[src/include/pmc_pkg.sv]
/*
 pmc_pkg: constants and carriers for the power mode control block.
 assumes a byte-wide special function register port on the core clock.
*/
package pmc_pkg;

   // ==========================================================
   // register offsets and widths
   // ==========================================================
   localparam int unsigned   PMC_DATA_W      = 8;
   localparam int unsigned   PMC_ADDR_W      = 8;
   localparam logic [7:0]    PMC_OFS_RELOAD  = 8'h86;
   localparam logic [7:0]    PMC_OFS_POWER   = 8'h87;

   // ==========================================================
   // power mode register fields
   // ==========================================================
   localparam int unsigned   PMC_BIT_BAUD_DOUBLE = 7;
   localparam int unsigned   PMC_BIT_FRM_SELECT  = 6;
   localparam int unsigned   PMC_BIT_UNUSED      = 5;
   localparam int unsigned   PMC_BIT_POWER_ON    = 4;
   localparam int unsigned   PMC_BIT_GFLAG1      = 3;
   localparam int unsigned   PMC_BIT_GFLAG0      = 2;
   localparam int unsigned   PMC_BIT_PDOWN       = 1;
   localparam int unsigned   PMC_BIT_IDLE        = 0;

   // ==========================================================
   // reset values and write mask
   // ==========================================================
   localparam logic [7:0]    PMC_RST_RELOAD  = 8'h00;
   localparam logic [7:0]    PMC_RST_POWER   = 8'h10;
   localparam logic [7:0]    PMC_WMASK_POWER = 8'hDF;

   // ==========================================================
   // timing: wake to clock-restart settle
   // ==========================================================
   localparam int unsigned   PMC_WAKE_SETTLE_NS  = 20;
   localparam int unsigned   PMC_CLK_PERIOD_PS   = 5000;
   localparam int unsigned   PMC_WAKE_SETTLE_CYC =
      (PMC_WAKE_SETTLE_NS * 1000 + PMC_CLK_PERIOD_PS - 1)
      / PMC_CLK_PERIOD_PS;

   // ==========================================================
   // types
   // ==========================================================
   typedef enum logic [1:0]
   {
      PMC_RUN     = 2'b00,
      PMC_IDLE    = 2'b01,
      PMC_PDOWN   = 2'b11,
      PMC_WAKE    = 2'b10
   } pmc_mode_e;

   typedef struct packed
   {
      logic                    wr;
      logic                    rd;
      logic [PMC_ADDR_W-1:0]   addr;
      logic [PMC_DATA_W-1:0]   wdata;
   } pmc_bus_s;

   typedef struct packed
   {
      logic                    cpu_clk_en;
      logic                    periph_clk_en;
      logic                    pc_hold;
      logic                    wake_isr_go;
   } pmc_clk_s;

endpackage : pmc_pkg

[src/design/pmc_sync.sv]
/*
 pmc_sync: three-stage synchroniser for one external level.
 assumes the level is slow next to the clock; output moves only when
 stages two and three agree.
*/
`timescale 1ns/1ps
module pmc_sync
(
   // clock and reset
   input  wire logic   ref_clk_i,
   input  wire logic   rst_b_i,
   // level
   input  wire logic   async_i,
   output logic        level_o
);
   import pmc_pkg::*;

   typedef struct packed
   {
      logic   s1;
      logic   s2;
      logic   s3;
      logic   level;
   } pmc_sync_s;

   pmc_sync_s   q;
   pmc_sync_s   next_q;

   always_comb
   begin
      next_q    = q;
      next_q.s1 = async_i;
      next_q.s2 = q.s1;
      next_q.s3 = q.s2;
      if (q.s2 == q.s3)
      begin
         next_q.level = q.s3;
      end
   end

   always_ff @(posedge ref_clk_i)
   begin
      if (!rst_b_i)
      begin
         q <= '0;
      end
      else
      begin
         q <= next_q;
      end
   end

   assign level_o = q.level;

endmodule : pmc_sync

[src/design/pmc_regs.sv]
/*
 pmc_regs: the two byte registers with their read port.
 assumes one strobe at a time; read data stands one cycle after the read.
 the power-on flag sits outside normal reset and is preset by por.
*/
`timescale 1ns/1ps
module pmc_regs
(
   // clock and resets
   input  wire logic                        ref_clk_i,
   input  wire logic                        rst_b_i,
   input  wire logic                        por_done_i,
   // bus
   input  wire pmc_pkg::pmc_bus_s           bus_i,
   output logic [pmc_pkg::PMC_DATA_W-1:0]   rdata_o,
   // hardware clear of mode bits on wake
   input  wire logic                        hw_clr_mode_i,
   // register contents and power write strobe
   output logic [pmc_pkg::PMC_DATA_W-1:0]   reload_o,
   output logic [pmc_pkg::PMC_DATA_W-1:0]   power_o,
   output logic                             power_wr_o
);
   import pmc_pkg::*;

   typedef struct packed
   {
      logic [PMC_DATA_W-1:0]   reload;
      logic [PMC_DATA_W-1:0]   power;
      logic [PMC_DATA_W-1:0]   rdata;
   } pmc_regs_s;

   pmc_regs_s   q;
   pmc_regs_s   next_q;
   logic        wr_reload;
   logic        wr_power;

   function automatic logic hit(input logic [PMC_ADDR_W-1:0] a,
                                input logic [PMC_ADDR_W-1:0] ofs);
      hit = (a == ofs);
   endfunction : hit

   assign wr_reload = bus_i.wr && hit(bus_i.addr, PMC_OFS_RELOAD);
   assign wr_power  = bus_i.wr && hit(bus_i.addr, PMC_OFS_POWER);

   always_comb
   begin
      next_q = q;
      if (wr_reload)
      begin
         next_q.reload = bus_i.wdata;
      end
      if (wr_power)
      begin
         next_q.power = bus_i.wdata & PMC_WMASK_POWER;
      end
      else if (hw_clr_mode_i)
      begin
         next_q.power[PMC_BIT_PDOWN] = 1'b0;
         next_q.power[PMC_BIT_IDLE]  = 1'b0;
      end
      next_q.rdata = '0;
      if (bus_i.rd && hit(bus_i.addr, PMC_OFS_RELOAD))
      begin
         next_q.rdata = q.reload;
      end
      else if (bus_i.rd && hit(bus_i.addr, PMC_OFS_POWER))
      begin
         next_q.rdata = q.power;
      end
   end

   always_ff @(posedge ref_clk_i)
   begin
      if (!por_done_i)
      begin
         q.reload <= PMC_RST_RELOAD;
         q.power  <= PMC_RST_POWER;
         q.rdata  <= '0;
      end
      else if (!rst_b_i)
      begin
         q.reload <= PMC_RST_RELOAD;
         // warm reset keeps only the power-on flag
         q.power  <= PMC_RST_POWER & q.power;
         q.rdata  <= '0;
      end
      else
      begin
         q <= next_q;
      end
   end

   assign reload_o   = q.reload;
   assign power_o    = q.power;
   assign rdata_o    = q.rdata;
   assign power_wr_o = wr_power;

endmodule : pmc_regs

[src/design/pmc_top.sv]
/*
 pmc_top: power mode control for an 8-bit core.
 holds the wake reload byte and the power mode register, gates the cpu
 clock for idle and power-down and the peripheral clock for power-down, and hands serial-port
 controls onward. assumes the core raises sfr strobes on ref_clk_i,
 that por_done_i is low until a cold start completes, and that the
 interrupt controller reports a pending wake source on wake_irq_i.
*/
// Our own choice: strobed register access.
`timescale 1ns/1ps
module pmc_top
(
   // clock and reset
   input  wire logic                        ref_clk_i,
   input  wire logic                        rst_b_i,
   input  wire logic                        por_done_i,
   // register port
   input  wire logic                        sfr_wr_i,
   input  wire logic                        sfr_rd_i,
   input  wire logic [pmc_pkg::PMC_ADDR_W-1:0] sfr_addr_i,
   input  wire logic [pmc_pkg::PMC_DATA_W-1:0] sfr_wdata_i,
   output logic [pmc_pkg::PMC_DATA_W-1:0]   sfr_rdata_o,
   // wake source
   input  wire logic                        wake_irq_i,
   input  wire logic                        wake_pin_i,
   // clock and core control
   output logic                             cpu_clk_en_o,
   output logic                             periph_clk_en_o,
   output logic                             pc_hold_o,
   output logic                             wake_isr_go_o,
   output logic [1:0]                       power_mode_o,
   // towards wake timer and serial port 0
   output logic [pmc_pkg::PMC_DATA_W-1:0]   wakeup_reload_byte_o,
   output logic                             baud_double_o,
   output logic                             frame_error_access_select_o,
   output logic                             power_on_flag_o,
   output logic                             general_flag_1_o,
   output logic                             general_flag_0_o
);
   import pmc_pkg::*;

   // ==========================================================
   // state
   // ==========================================================
   typedef struct packed
   {
      pmc_mode_e               mode;
      logic [2:0]              settle;
      pmc_clk_s                clk;
      logic [PMC_DATA_W-1:0]   reload;
      logic [PMC_DATA_W-1:0]   pwr;
   } pmc_top_s;

   pmc_top_s                q;
   pmc_top_s                next_q;
   pmc_bus_s                bus;
   logic [PMC_DATA_W-1:0]   rdata;
   logic [PMC_DATA_W-1:0]   reload;
   logic [PMC_DATA_W-1:0]   power;
   logic                    power_wr;
   logic                    hw_clr;
   logic                    pin_level;
   logic                    wake;

   localparam logic [2:0] SETTLE_CYC = 3'(PMC_WAKE_SETTLE_CYC);

   assign bus.wr    = sfr_wr_i;
   assign bus.rd    = sfr_rd_i;
   assign bus.addr  = sfr_addr_i;
   assign bus.wdata = sfr_wdata_i;

   // ==========================================================
   // registers
   // ==========================================================
   pmc_regs u_regs
   (
      .ref_clk_i     (ref_clk_i),
      .rst_b_i       (rst_b_i),
      .por_done_i    (por_done_i),
      .bus_i         (bus),
      .rdata_o       (rdata),
      .hw_clr_mode_i (hw_clr),
      .reload_o      (reload),
      .power_o       (power),
      .power_wr_o    (power_wr)
   );

   // ==========================================================
   // external wake pin
   // ==========================================================
   pmc_sync u_wake_sync
   (
      .ref_clk_i (ref_clk_i),
      .rst_b_i   (rst_b_i),
      .async_i   (wake_pin_i),
      .level_o   (pin_level)
   );

   // interrupt on same clock; the synced pin wakes either low-power mode
   assign wake   = wake_irq_i || pin_level;
   // cleared as the wake sequence starts
   assign hw_clr = (q.mode == PMC_IDLE || q.mode == PMC_PDOWN) && wake;

   // ==========================================================
   // mode machine
   // ==========================================================
   always_comb
   begin
      next_q                   = q;
      next_q.reload            = reload;
      next_q.pwr               = power;
      next_q.clk.wake_isr_go   = 1'b0;
      case (q.mode)
         PMC_RUN:
         begin
            // request checked on the write itself; power-down wins
            if (power_wr && sfr_wdata_i[PMC_BIT_PDOWN])
            begin
               next_q.mode = PMC_PDOWN;
            end
            else if (power_wr && sfr_wdata_i[PMC_BIT_IDLE])
            begin
               next_q.mode = PMC_IDLE;
            end
         end
         PMC_IDLE:
         begin
            if (wake)
            begin
               next_q.mode   = PMC_WAKE;
               next_q.settle = SETTLE_CYC;
            end
         end
         PMC_PDOWN:
         begin
            // leaves straight to wake, never through idle
            if (wake)
            begin
               next_q.mode   = PMC_WAKE;
               next_q.settle = SETTLE_CYC;
            end
         end
         PMC_WAKE:
         begin
            if (q.settle <= 3'd1)
            begin
               next_q.mode            = PMC_RUN;
               next_q.settle          = 3'd0;
               next_q.clk.wake_isr_go = 1'b1;
            end
            else
            begin
               next_q.settle = q.settle - 3'd1;
            end
         end
         default:
         begin
            next_q.mode = PMC_RUN;
         end
      endcase

      // pc held in idle and power-down, released for the isr; the
      // return address is the instruction after the request
      next_q.clk.pc_hold       = (next_q.mode != PMC_RUN);
      next_q.clk.cpu_clk_en    = (next_q.mode == PMC_RUN);
      next_q.clk.periph_clk_en = (next_q.mode != PMC_PDOWN);
   end

   always_ff @(posedge ref_clk_i)
   begin
      // a cold start must also leave the core running
      if (!rst_b_i || !por_done_i)
      begin
         q.mode   <= PMC_RUN;
         q.settle <= 3'd0;
         q.clk    <= '{cpu_clk_en: 1'b1, periph_clk_en: 1'b1,
                       pc_hold: 1'b0, wake_isr_go: 1'b0};
         q.reload <= PMC_RST_RELOAD;
         q.pwr    <= PMC_RST_POWER;
      end
      else
      begin
         q <= next_q;
      end
   end

   // ==========================================================
   // outputs
   // ==========================================================
   assign sfr_rdata_o                 = rdata;
   assign cpu_clk_en_o                = q.clk.cpu_clk_en;
   assign periph_clk_en_o             = q.clk.periph_clk_en;
   assign pc_hold_o                   = q.clk.pc_hold;
   assign wake_isr_go_o               = q.clk.wake_isr_go;
   assign power_mode_o                = q.mode;
   assign wakeup_reload_byte_o        = q.reload;
   assign baud_double_o               = q.pwr[PMC_BIT_BAUD_DOUBLE];
   assign frame_error_access_select_o = q.pwr[PMC_BIT_FRM_SELECT];
   assign power_on_flag_o             = q.pwr[PMC_BIT_POWER_ON];
   assign general_flag_1_o            = q.pwr[PMC_BIT_GFLAG1];
   assign general_flag_0_o            = q.pwr[PMC_BIT_GFLAG0];

endmodule : pmc_top

[config.mk]
export PLATFORM = sky130hd
export DESIGN_NAME = pmc_top
export DESIGN_NICKNAME = d
export VERILOG_FILES = /design/src/include/pmc_pkg.sv /design/src/design/pmc_sync.sv /design/src/design/pmc_regs.sv /design/src/design/pmc_top.sv
export SDC_FILE = /design/constraint.sdc
export NUM_CORES = 1
export LEC_CHECK = 0
export BUFFER_PORTS_ARGS = -buffer_cell sky130_fd_sc_hd__buf_2
export CORE_MARGIN = 1
export CORE_UTILIZATION = 55
export DETAILED_ROUTE_END_ITERATION = 16
export GPL_TIMING_DRIVEN = 0
export PLACE_DENSITY = 0.93
export SYNTH_ARGS = -nofsm -noshare
export SYNTH_HDL_FRONTEND = slang
export SYNTH_SLANG_ARGS = --single-unit
[constraint.sdc]
create_clock -name ref_clk_i -period 4.5 [get_ports ref_clk_i]
set_clock_uncertainty 0.05 [all_clocks]
set_input_delay 1.35 -clock ref_clk_i [delete_from_list [all_inputs] [get_ports ref_clk_i]]
set_output_delay 1.35 -clock ref_clk_i [all_outputs]
set_load 0.01 [all_outputs]
==> results of run 1 <==
-- placed cells by master (no fill, tap or decap), drive strengths merged, types with 2 or more instances in the layout --
cell,instances
buf,60
dfxtp,49
nand2,26
inv,15
mux2i,15
clkbuf,10
a22o,9
o21ai,6
and2,5
nor3,5
a21oi,4
nor2,4
nand2b,3
nand3,3
nor4,3
clkinv,3
nand3b,2
nor3b,2
nor2b,2
ha,2
or4,2
-- kinds of logic (layout without fill, tap and decap cells) --
kind of cell / after synthesis / after routing / synth area share [%]
AND/OR/NAND/NOR: 61 / 61 / 19.8
flip-flops: 49 / 49 / 52.4
buffers and inverters: 31 / 88 / 8.62
AO/OA/AOI/OAI: 26 / 26 / 9.83
multiplexers: 15 / 15 / 8.02
adder cells (fa/ha/maj): 2 / 2 / 1.34
-- critical path, delay by kind of cell --
kind | cells | cell delay (ns)
buf+inv | 2 | 0.26
mux | 1 | 0.25
simple gates | 2 | 1.03
-- registers in the layout, indices dropped and copies added, names as in the netlist, 2 cells and up --
| signal | flops |
|---|---|
| q | 3 |
| u_regs.power_o | 7 |
| u_wake_sync.next_q | 2 |
| wakeup_reload_byte_o | 8 |
| u_regs.reload_o | 8 |
| u_regs.rdata_o | 8 |
| power_mode_o | 2 |
-- power by group --
| group | internal [uW] | switching, uW |
|---|---|---|
| registers | 435 | 0.418 |
| logic | 12.2 | 17.4 |
| clock network | 62.1 | 138 |
| total | 509 | 156 |
-- routing by layer --
layer | vias up | global-route usage [%] | wire [um]
met5 | - | 0 | 0
met4 | 0 | 12.3 | 68
met3 | 7 | 5.33 | 162
met2 | 42 | 33.1 | 1700
met1 | 662 | 25.7 | 1520
li1 | 723 | - | -
-- final timing paths --
| path | to | slack, ns | cells past startpoint |
|---|---|---|---|
| setup / recovery | u_regs.reload_o[7]$_SDFFE_PN0P_ | 1.86 | 5 |
| hold / removal | u_wake_sync.next_q[1]$_SDFF_PN0_ | 0.40 | 1 |
| setup reg to reg | periph_clk_en_o$_SDFF_PN1_ | 2.78 | 4 |
| hold reg to reg | u_wake_sync.next_q[1]$_SDFF_PN0_ | 0.40 | 1 |
-- layout make-up --
class / instances / area share (%)
flip-flops and latches: 49 / 43.9
multi-input cells: 104 / 32.7
repair buffers: 49 / 11.0
plain buffers: 16 / 4.71
inverters: 15 / 2.52
well taps: 44 / 2.47
clock buffers: 5 / 1.68
clock inverters: 3 / 1.01
-- stage by stage --
| step | setup slack, ns | hold WS, ns | total power (uW) |
|---|---|---|---|
| after global routing | 1.81 | 0.415 | 695 |
| after CTS | 1.87 | 0.405 | 670 |
| final | 1.86 | 0.401 | 665 |
| after floorplan | 1.65 | 0.362 | 459 |
| after detailed placement | 1.48 | 0.373 | 474 |
| after global placement | 1.52 | 0.366 | 473 |
==> flow_metrics.env, run 1 <==
export IMPL_post_cts_buffers=0
export IMPL_finalSetupTns_ns=0
export IMPL_multi_input_area_um2=729
export IMPL_vias=1434
export IMPL_antenna_cells=0
export IMPL_grt_overflow=0
export IMPL_die_area_um2=3640
export IMPL_layout_nets=265
export IMPL_synthTopCellsByArea="dfxtp_1, mux2i_1, nand2_1"
export IMPL_cap_violations=0
export IMPL_ys_flop_type="dfxtp_1"
export IMPL_clk_latency_ns=0.37
export IMPL_synthArstFlopShare_pct=0
export IMPL_required_ns=4.75
export IMPL_routabilityCongestion=0.862
export IMPL_crit_start="sfr_addr_i[5]"
export IMPL_grt_usage_pct=20.9
export IMPL_fp_row_count=20
export IMPL_max_clock_path_buffers=2
export IMPL_cts_tree="yes"
export IMPL_grt_max_degree=17
export IMPL_syn_to_final_growth_pct=19.3
export IMPL_synth_top_area_share_pct=52.4
export IMPL_drtPass1Iterations=4
export IMPL_layoutNonFillerInstCount=285
export IMPL_numPortBuffers=49
export IMPL_cts_resized=0
export IMPL_drv_slew=0
export IMPL_syn_nets=209
export IMPL_slew_headroom_pct=61.6
export IMPL_synth_most_common_cell="dfxtp_1"
export IMPL_setup_viol=0
export IMPL_p_per_area_nw_per_um2=298
export IMPL_cp_arrival_ns=2.89
export IMPL_cts_sinks=49
export IMPL_ir_drop_mv=0.199
export IMPL_htree_levels=2
export IMPL_grt_antenna_before_repair=0
export IMPL_synthTopCellsByCount="dfxtp_1, nand2_1, inv_1, mux2i_1, buf_4"
export IMPL_cts_buffers=5
export IMPL_worst_setup_path_type="input pin to flip-flop"
export IMPL_yosysSeqAreaShare_pct=52.4
export IMPL_ys_types=35
export IMPL_slowest_delay_ns=0.53
export IMPL_syn_inst=184
export IMPL_reg2reg_from="power_mode_o[0]$_SDFF_PN0_"
export IMPL_nFillCells=242
export IMPL_clock_fmax_mhz=378
export IMPL_synth_edf_count=0
export IMPL_rsz0062_at_grt="false"
export IMPL_seq_area_um2=981
export IMPL_crit_slowest_cell="or4b_4"
export IMPL_initial_core_util_pct=59.8
export IMPL_power_leakage_uw=0.00104
export IMPL_period_needed_ns=2.64
export IMPL_worst_path_max_fanout=8
export IMPL_status="finished, final reports clean"
export IMPL_hold_buffers=0
export IMPL_hpwl_um=2530
export IMPL_final_cell_area_um2=2230
export IMPL_synth_top_area_cell="dfxtp_1"
export IMPL_clkTransAtPathRegs_ns=0.13
export IMPL_final_hold_viol_count=0
export IMPL_min_path_type="flip-flop to flip-flop"
export IMPL_fp_dieH_um=60.3
export IMPL_yosysWarningCount=0
export IMPL_drive_above_1_share_pct=31.5
export IMPL_viasPerCell=5.03
export IMPL_synth_avg_cell_area_um2=10.2
export IMPL_cp_cell_sequence="buf_2, or4b_4, buf_6, nor3_4, mux2i_1"
export IMPL_syn_area_um2=1870
export IMPL_pin_count=50
export IMPL_routed_wl_um=3450
export IMPL_cts_root_buf="clkbuf_4"
export IMPL_wl_per_cell_um=12.1
export IMPL_tightest_slew_ns=0.574
export IMPL_fin_util_pct=71.4
export IMPL_die_w_um=60.3
export IMPL_ant_nets=0
export IMPL_placed_cells=277
export IMPL_hp_start="u_wake_sync.next_q[2]$_SDFF_PN0_"
export IMPL_grt_pass1_vias=1191
export IMPL_critPathCaptureType="flip-flop"
export IMPL_period_share_pct=58.7
export IMPL_design_core_area_um2=3130
export IMPL_start_kind="input pin"
export IMPL_drt_iter0_markers=46
export IMPL_ys_ff_latch=49
export IMPL_place_area_um2=2170
export IMPL_grt_pass1_wl_um=5350
export IMPL_drc=0
No activity file was read; power rests on OpenSTA's default activity.
==> run 2: changes to the inputs <==
--- a/config.mk
+++ b/config.mk
@@ -5,12 +5,13 @@
 export SDC_FILE = /design/constraint.sdc
 export NUM_CORES = 1
 export LEC_CHECK = 0
+export ABC_AREA = 1
 export BUFFER_PORTS_ARGS = -buffer_cell sky130_fd_sc_hd__buf_2
 export CORE_MARGIN = 1
-export CORE_UTILIZATION = 55
+export CORE_UTILIZATION = 46
 export DETAILED_ROUTE_END_ITERATION = 16
 export GPL_TIMING_DRIVEN = 0
-export PLACE_DENSITY = 0.93
+export PLACE_DENSITY = 0.84
 export SYNTH_ARGS = -nofsm -noshare
 export SYNTH_HDL_FRONTEND = slang
 export SYNTH_SLANG_ARGS = --single-unit
==> constraint.sdc (replaced) <==
create_clock -name ref_clk_i -period 2.35 [get_ports ref_clk_i]
set_clock_uncertainty 0.05 [all_clocks]
set_input_delay 0.705 -clock ref_clk_i [delete_from_list [all_inputs] [get_ports ref_clk_i]]
set_output_delay 0.705 -clock ref_clk_i [all_outputs]
set_load 0.01 [all_outputs]
==> flow_metrics.env, run 2 <==
export IMPL_layoutNonFillerInstCount=335
export IMPL_clock_fmax_mhz=576
export IMPL_grt_pass1_wl_um=5650
export IMPL_ant_nets=0
export IMPL_cap_violations=0
export IMPL_htree_levels=2
export IMPL_final_hold_viol_count=0
export IMPL_grt_max_degree=17
export IMPL_ys_ff_latch=49
export IMPL_start_kind="flip-flop"
export IMPL_power_switching_uw=329
export IMPL_grt_overflow=0
export IMPL_final_common_cell="buf_2"
export IMPL_fp_dieH_um=66.5
export IMPL_clk_latency_ns=0.31
export IMPL_power_share_sequential_pct=59.6
export IMPL_multi_input_area_um2=692
export IMPL_power_frac_clock_pct=35.7
export IMPL_cts_root_buf="clkbuf_8"
export IMPL_rsz0062_at_grt="false"
export IMPL_synth_avg_cell_area_um2=8.39
export IMPL_place_area_um2=2220
export IMPL_final_cell_area_um2=2310
export IMPL_seq_area_um2=981
export IMPL_grt_usage_pct=17.3
export IMPL_ys_flop_type="dfxtp_1"
export IMPL_slowest_delay_ns=0.43
export IMPL_syn_to_final_growth_pct=20.8
export IMPL_antenna_cells=0
export IMPL_post_cts_buffers=0
export IMPL_crit_start="power_mode_o[0]$_SDFF_PN0_"
export IMPL_p_int_uw=1070
export IMPL_hold_buffers=0
export IMPL_cp_top_family="flip-flops"
export IMPL_synthTopCellsByCount="dfxtp_1, inv_1, nand2_1"
export IMPL_synthTopCellsByArea="dfxtp_1, inv_1, nand2_1"
export IMPL_tightest_slew_ns=0.451
export IMPL_vias=1568
export IMPL_layout_nets=309
export IMPL_setup_viol=0
export IMPL_drt_iter0_markers=88
export IMPL_max_clock_path_buffers=2
export IMPL_die_w_um=66.5
export IMPL_met1Wirelength_um=1620
export IMPL_routabilityCongestion=0.839
export IMPL_fp_row_count=23
export IMPL_period_share_pct=73.8
export IMPL_synthArstFlopShare_pct=0
export IMPL_finalSetupTns_ns=0
export IMPL_switching_share_pct=23.6
export IMPL_syn_area_um2=1910
export IMPL_initial_core_util_pct=47.8
export IMPL_pin_count=50
export IMPL_synth_top_area_share_pct=51.3
export IMPL_period_needed_ns=1.74
export IMPL_design_core_area_um2=4000
export IMPL_hp_start="u_wake_sync.next_q[2]$_SDFF_PN0_"
export IMPL_reg2reg_from="q[21]$_SDFFE_PN0P_"
export IMPL_cts_tree="yes"
export IMPL_status="finished, final reports clean"
export IMPL_min_path_type="flip-flop to flip-flop"
export IMPL_placed_cells=327
export IMPL_synth_top_area_cell="dfxtp_1"
export IMPL_fin_util_pct=57.7
export IMPL_crit_slowest_cell="dfxtp_1"
export IMPL_power_leakage_uw=0.00109
export IMPL_synth_most_common_cell="dfxtp_1"
export IMPL_die_area_um2=4420
export IMPL_ys_types=27
export IMPL_synth_edf_count=0
export IMPL_viasPerCell=4.68
export IMPL_nFillCells=379
export IMPL_cts_resized=0
export IMPL_syn_nets=253
export IMPL_clkTransAtPathRegs_ns=0.08
export IMPL_drv_slew=0
export IMPL_wl_per_cell_um=10.4
export IMPL_yosysWarningCount=0
export IMPL_critPathCaptureType="output pin"
export IMPL_drtPass1Iterations=4
export IMPL_dr_max_layer_used="met4"
export IMPL_required_ns=1.59
export IMPL_grt_pass1_vias=1326
export IMPL_grt_antenna_before_repair=0
export IMPL_numPortBuffers=49
export IMPL_cts_buffers=5
export IMPL_cp_num_buf_inv=2
export IMPL_drc=0
export IMPL_worst_setup_path_type="flip-flop to output pin"
export IMPL_worst_path_max_fanout=6
export IMPL_ir_drop_mv=0.391
export IMPL_p_per_area_nw_per_um2=605
export IMPL_cp_cell_sequence="buf_4, buf_2"
export IMPL_hpwl_um=2650
export IMPL_yosysSeqAreaShare_pct=51.3
export IMPL_routed_wl_um=3480
export IMPL_syn_inst=228
export IMPL_drive_above_1_share_pct=32.3
export IMPL_dr_wl_met3_um=198
export IMPL_slew_headroom_pct=69.9
export IMPL_cp_arrival_ns=0.98
export IMPL_cts_sinks=49
export IMPL_met2_length_um=1600
export IMPL_power_total_uw=1400
export IMPL_final_cell_mix="buf_2, dfxtp_1, inv_1, nand2_1, nor2_1"
export IMPL_power_share_combinational_pct=4.7
==> run 2: cell types whose count changed after synthesis, sizes merged, moves of 5 or more <==
cell | before | now
and2 | 5 | 0
a22o | 9 | 0
mux2i | 15 | 0
a21oi | 4 | 18
nor2 | 4 | 29
inv | 15 | 38
o21ai | 6 | 17
nand2 | 26 | 37
nand3 | 3 | 12
==> run 2: cells by family after synthesis <==
logic type	after synthesis	synth area share, %
adders and majority gates	2	1.31
DFF	49	51.3
and+or+nand+nor	85	22.8
buffers and inverters	52	12.5
AOI/OAI and AO/OA	40	12.1
==> run 2: final timing paths <==
kind | to | depth (start not counted) | slack, ns
setup reg to reg | periph_clk_en_o$_SDFF_PN1_ | 8 | 0.98
hold / removal | u_wake_sync.next_q[1]$_SDFF_PN0_ | 2 | 0.38
hold reg to reg | u_wake_sync.next_q[1]$_SDFF_PN0_ | 2 | 0.38
setup / recovery | power_mode_o[0] | 2 | 0.61
==> run 2: power groups by stage <==
stage	clock [uW]	sequential, uW	combinational, uW
after floorplan	0	852	33.0
after global placement	0	852	64.8
after detailed placement	0	852	65.3
after CTS	506	833	65.6
after global routing	537	833	72.8
final	499	833	65.2
==> run 2: cell type report <==
type                            count  share of cell area, %
Multi-Input combinational cell    127                   30.0
Inverter                           38                   6.18
Clock buffer                        5                   2.98
Buffer                             14                   4.17
Sequential cell                    49                   42.5
Clock inverter                      3                  0.921
Tap cell                           50                   2.71
Timing Repair Buffer               49                   10.6
==> run 2: tightest hold or removal path, cell delays in order (launching register included) <==
cell and delay, ns:
dfxtp_1 0.31, nand2_1 0.05, inv_1 0.03
==> run 2: per-layer routing <==
layer	track usage, %	vias up
met2	28.7	46
li1	-	817
met5	0	-
met1	20.8	699
met3	5.14	6
met4	7.18	0
==> run 2: metrics by stage <==
step | worst slack (ns) | hold slack, ns
after global routing | 0.559 | 0.412
after CTS | 0.601 | 0.377
after floorplan | 0.783 | 0.340
final | 0.615 | 0.377
after global placement | 0.520 | 0.344
after detailed placement | 0.504 | 0.357
==> run 3: changes to the inputs <==
==> constraint.sdc (replaced) <==
create_clock -name ref_clk_i -period 1.4 [get_ports ref_clk_i]
set_clock_uncertainty 0.05 [all_clocks]
set_input_delay 0.42 -clock ref_clk_i [delete_from_list [all_inputs] [get_ports ref_clk_i]]
set_output_delay 0.42 -clock ref_clk_i [all_outputs]
set_load 0.01 [all_outputs]
==> flow_metrics.env, run 3 (synthesized netlist as in run 2, its figures left out) <==
export IMPL_layoutNonFillerInstCount=336
export IMPL_cp_arrival_ns=0.90
export IMPL_initial_core_util_pct=47.8
export IMPL_power_share_combinational_pct=4.7
export IMPL_p_int_uw=1790
export IMPL_cts_sinks=49
export IMPL_drv_slew=0
export IMPL_die_area_um2=4420
export IMPL_cap_violations=0
export IMPL_clkTransAtPathRegs_ns=0.09
export IMPL_switching_share_pct=23.4
export IMPL_critPathCaptureType="output pin"
export IMPL_clk_latency_ns=0.31
export IMPL_grt_antenna_before_repair=0
export IMPL_clock_fmax_mhz=728
export IMPL_final_cell_mix="buf_2, dfxtp_1, inv_1, nand2_1, nor2_1"
export IMPL_vias=1565
export IMPL_cts_root_buf="clkbuf_8"
export IMPL_cts_tree="yes"
export IMPL_final_cell_area_um2=2340
export IMPL_min_path_type="input pin to flip-flop"
export IMPL_drtPass1Iterations=4
export IMPL_tightest_slew_ns=0.449
export IMPL_syn_to_final_growth_pct=22.3
export IMPL_slew_headroom_pct=70.1
export IMPL_fp_row_count=23
export IMPL_drt_iter0_markers=94
export IMPL_pin_count=50
export IMPL_power_frac_clock_pct=35.6
export IMPL_final_common_cell="buf_2"
export IMPL_worst_path_max_fanout=5
export IMPL_die_w_um=66.5
export IMPL_wl_per_cell_um=10.3
export IMPL_grt_pass1_wl_um=5650
export IMPL_required_ns=0.93
export IMPL_grt_usage_pct=17.3
export IMPL_routabilityCongestion=0.839
export IMPL_power_leakage_uw=0.00110
export IMPL_setup_viol=0
export IMPL_placed_cells=327
export IMPL_power_switching_uw=547
export IMPL_hpwl_um=2650
export IMPL_antenna_cells=0
export IMPL_grt_max_degree=17
export IMPL_max_clock_path_buffers=2
export IMPL_place_area_um2=2220
export IMPL_final_hold_viol_count=0
export IMPL_p_per_area_nw_per_um2=999
export IMPL_design_core_area_um2=4000
export IMPL_rsz0062_at_grt="false"
export IMPL_viasPerCell=4.66
export IMPL_grt_overflow=0
export IMPL_ir_drop_mv=0.657
export IMPL_period_share_pct=98.1
export IMPL_period_needed_ns=1.37
export IMPL_layout_nets=310
export IMPL_grt_pass1_vias=1326
export IMPL_fp_dieH_um=66.5
export IMPL_power_share_sequential_pct=59.7
export IMPL_drc=0
export IMPL_numPortBuffers=49
export IMPL_cts_buffers=5
export IMPL_setup_slack_ns=0.0262
export IMPL_status="finished, final reports clean"
export IMPL_power_total_uw=2340
export IMPL_finalSetupTns_ns=0
export IMPL_start_kind="flip-flop"
export IMPL_drive_above_1_share_pct=34.6
export IMPL_worst_setup_path_type="flip-flop to output pin"
export IMPL_routed_wl_um=3450
export IMPL_pre_cts_ws_ns=-0.161
export IMPL_htree_levels=2
export IMPL_ant_nets=0
==> run 3: cell types whose count changed in the layout (fill, tap and decap cells not counted), sizes merged <==
cell	change
buf	+1
==> run 3: power by group through the flow <==
stage	clock network [uW]	registers, uW	logic [uW]
after floorplan	0	1430	55.4
after global routing	902	1400	122
after detailed placement	0	1430	110
after CTS	850	1400	110
after global placement	0	1430	109
final	832	1400	109
==> run 3: metal layers <==
metal  up-vias  share of wire [%]  wire [um]  track usage (%)
met5         -                  0          0                0
met4         0                1.7         60             7.18
met3         6                7.2        248             5.14
met2        51                 46       1590             28.7
met1       689                 45       1550             20.8
li1        819                  -          -                -
==> run 3: worst paths after layout <==
check | end | slack [ns] | cells past startpoint | start
min reg2reg | u_wake_sync.next_q[1]$_SDFF_PN0_ | 0.38 | 2 | u_wake_sync.next_q[2]$_SDFF_PN0_
max reg2reg | periph_clk_en_o$_SDFF_PN1_ | 0.14 | 8 | q[21]$_SDFFE_PN0P_
min | u_wake_sync.next_q[2]$_SDFF_PN0_ | 0.25 | 3 | wake_pin_i
max | power_mode_o[0] | 0.03 | 2 | power_mode_o[0]$_SDFF_PN0_
==> run 3: cell type report <==
cell class	instances	area [um^2]
Multi-Input combinational cell	127	701
Buffer	14	96.3
Clock buffer	5	68.8
Fill cell	370	1660
Tap cell	50	62.6
Timing Repair Buffer	50	259
Inverter	38	143
Sequential cell	49	987
Clock inverter	3	21.3
==> run 3: per-stage QoR <==
stage	utilization [%]	hold slack (ns)
after global placement	55.5	0.344
after floorplan	-	0.340
final	58.5	0.245
after detailed placement	55.5	0.357
after CTS	57.8	0.238
after global routing	58.5	0.245
==> run 3: timing repair <==
action	4_1_cts	5_1_grt
hold buffers	0	0
pin swaps	0	1
cloned	0	0
setup buffers	0	1
resized for setup	2	6
endpoints found under the setup margin	2	6
==> run 3: critical path, stage by stage (launching register included) <==
cell and delay [ns]:
dfxtp_4 0.37, buf_4 0.13, buf_6 0.11
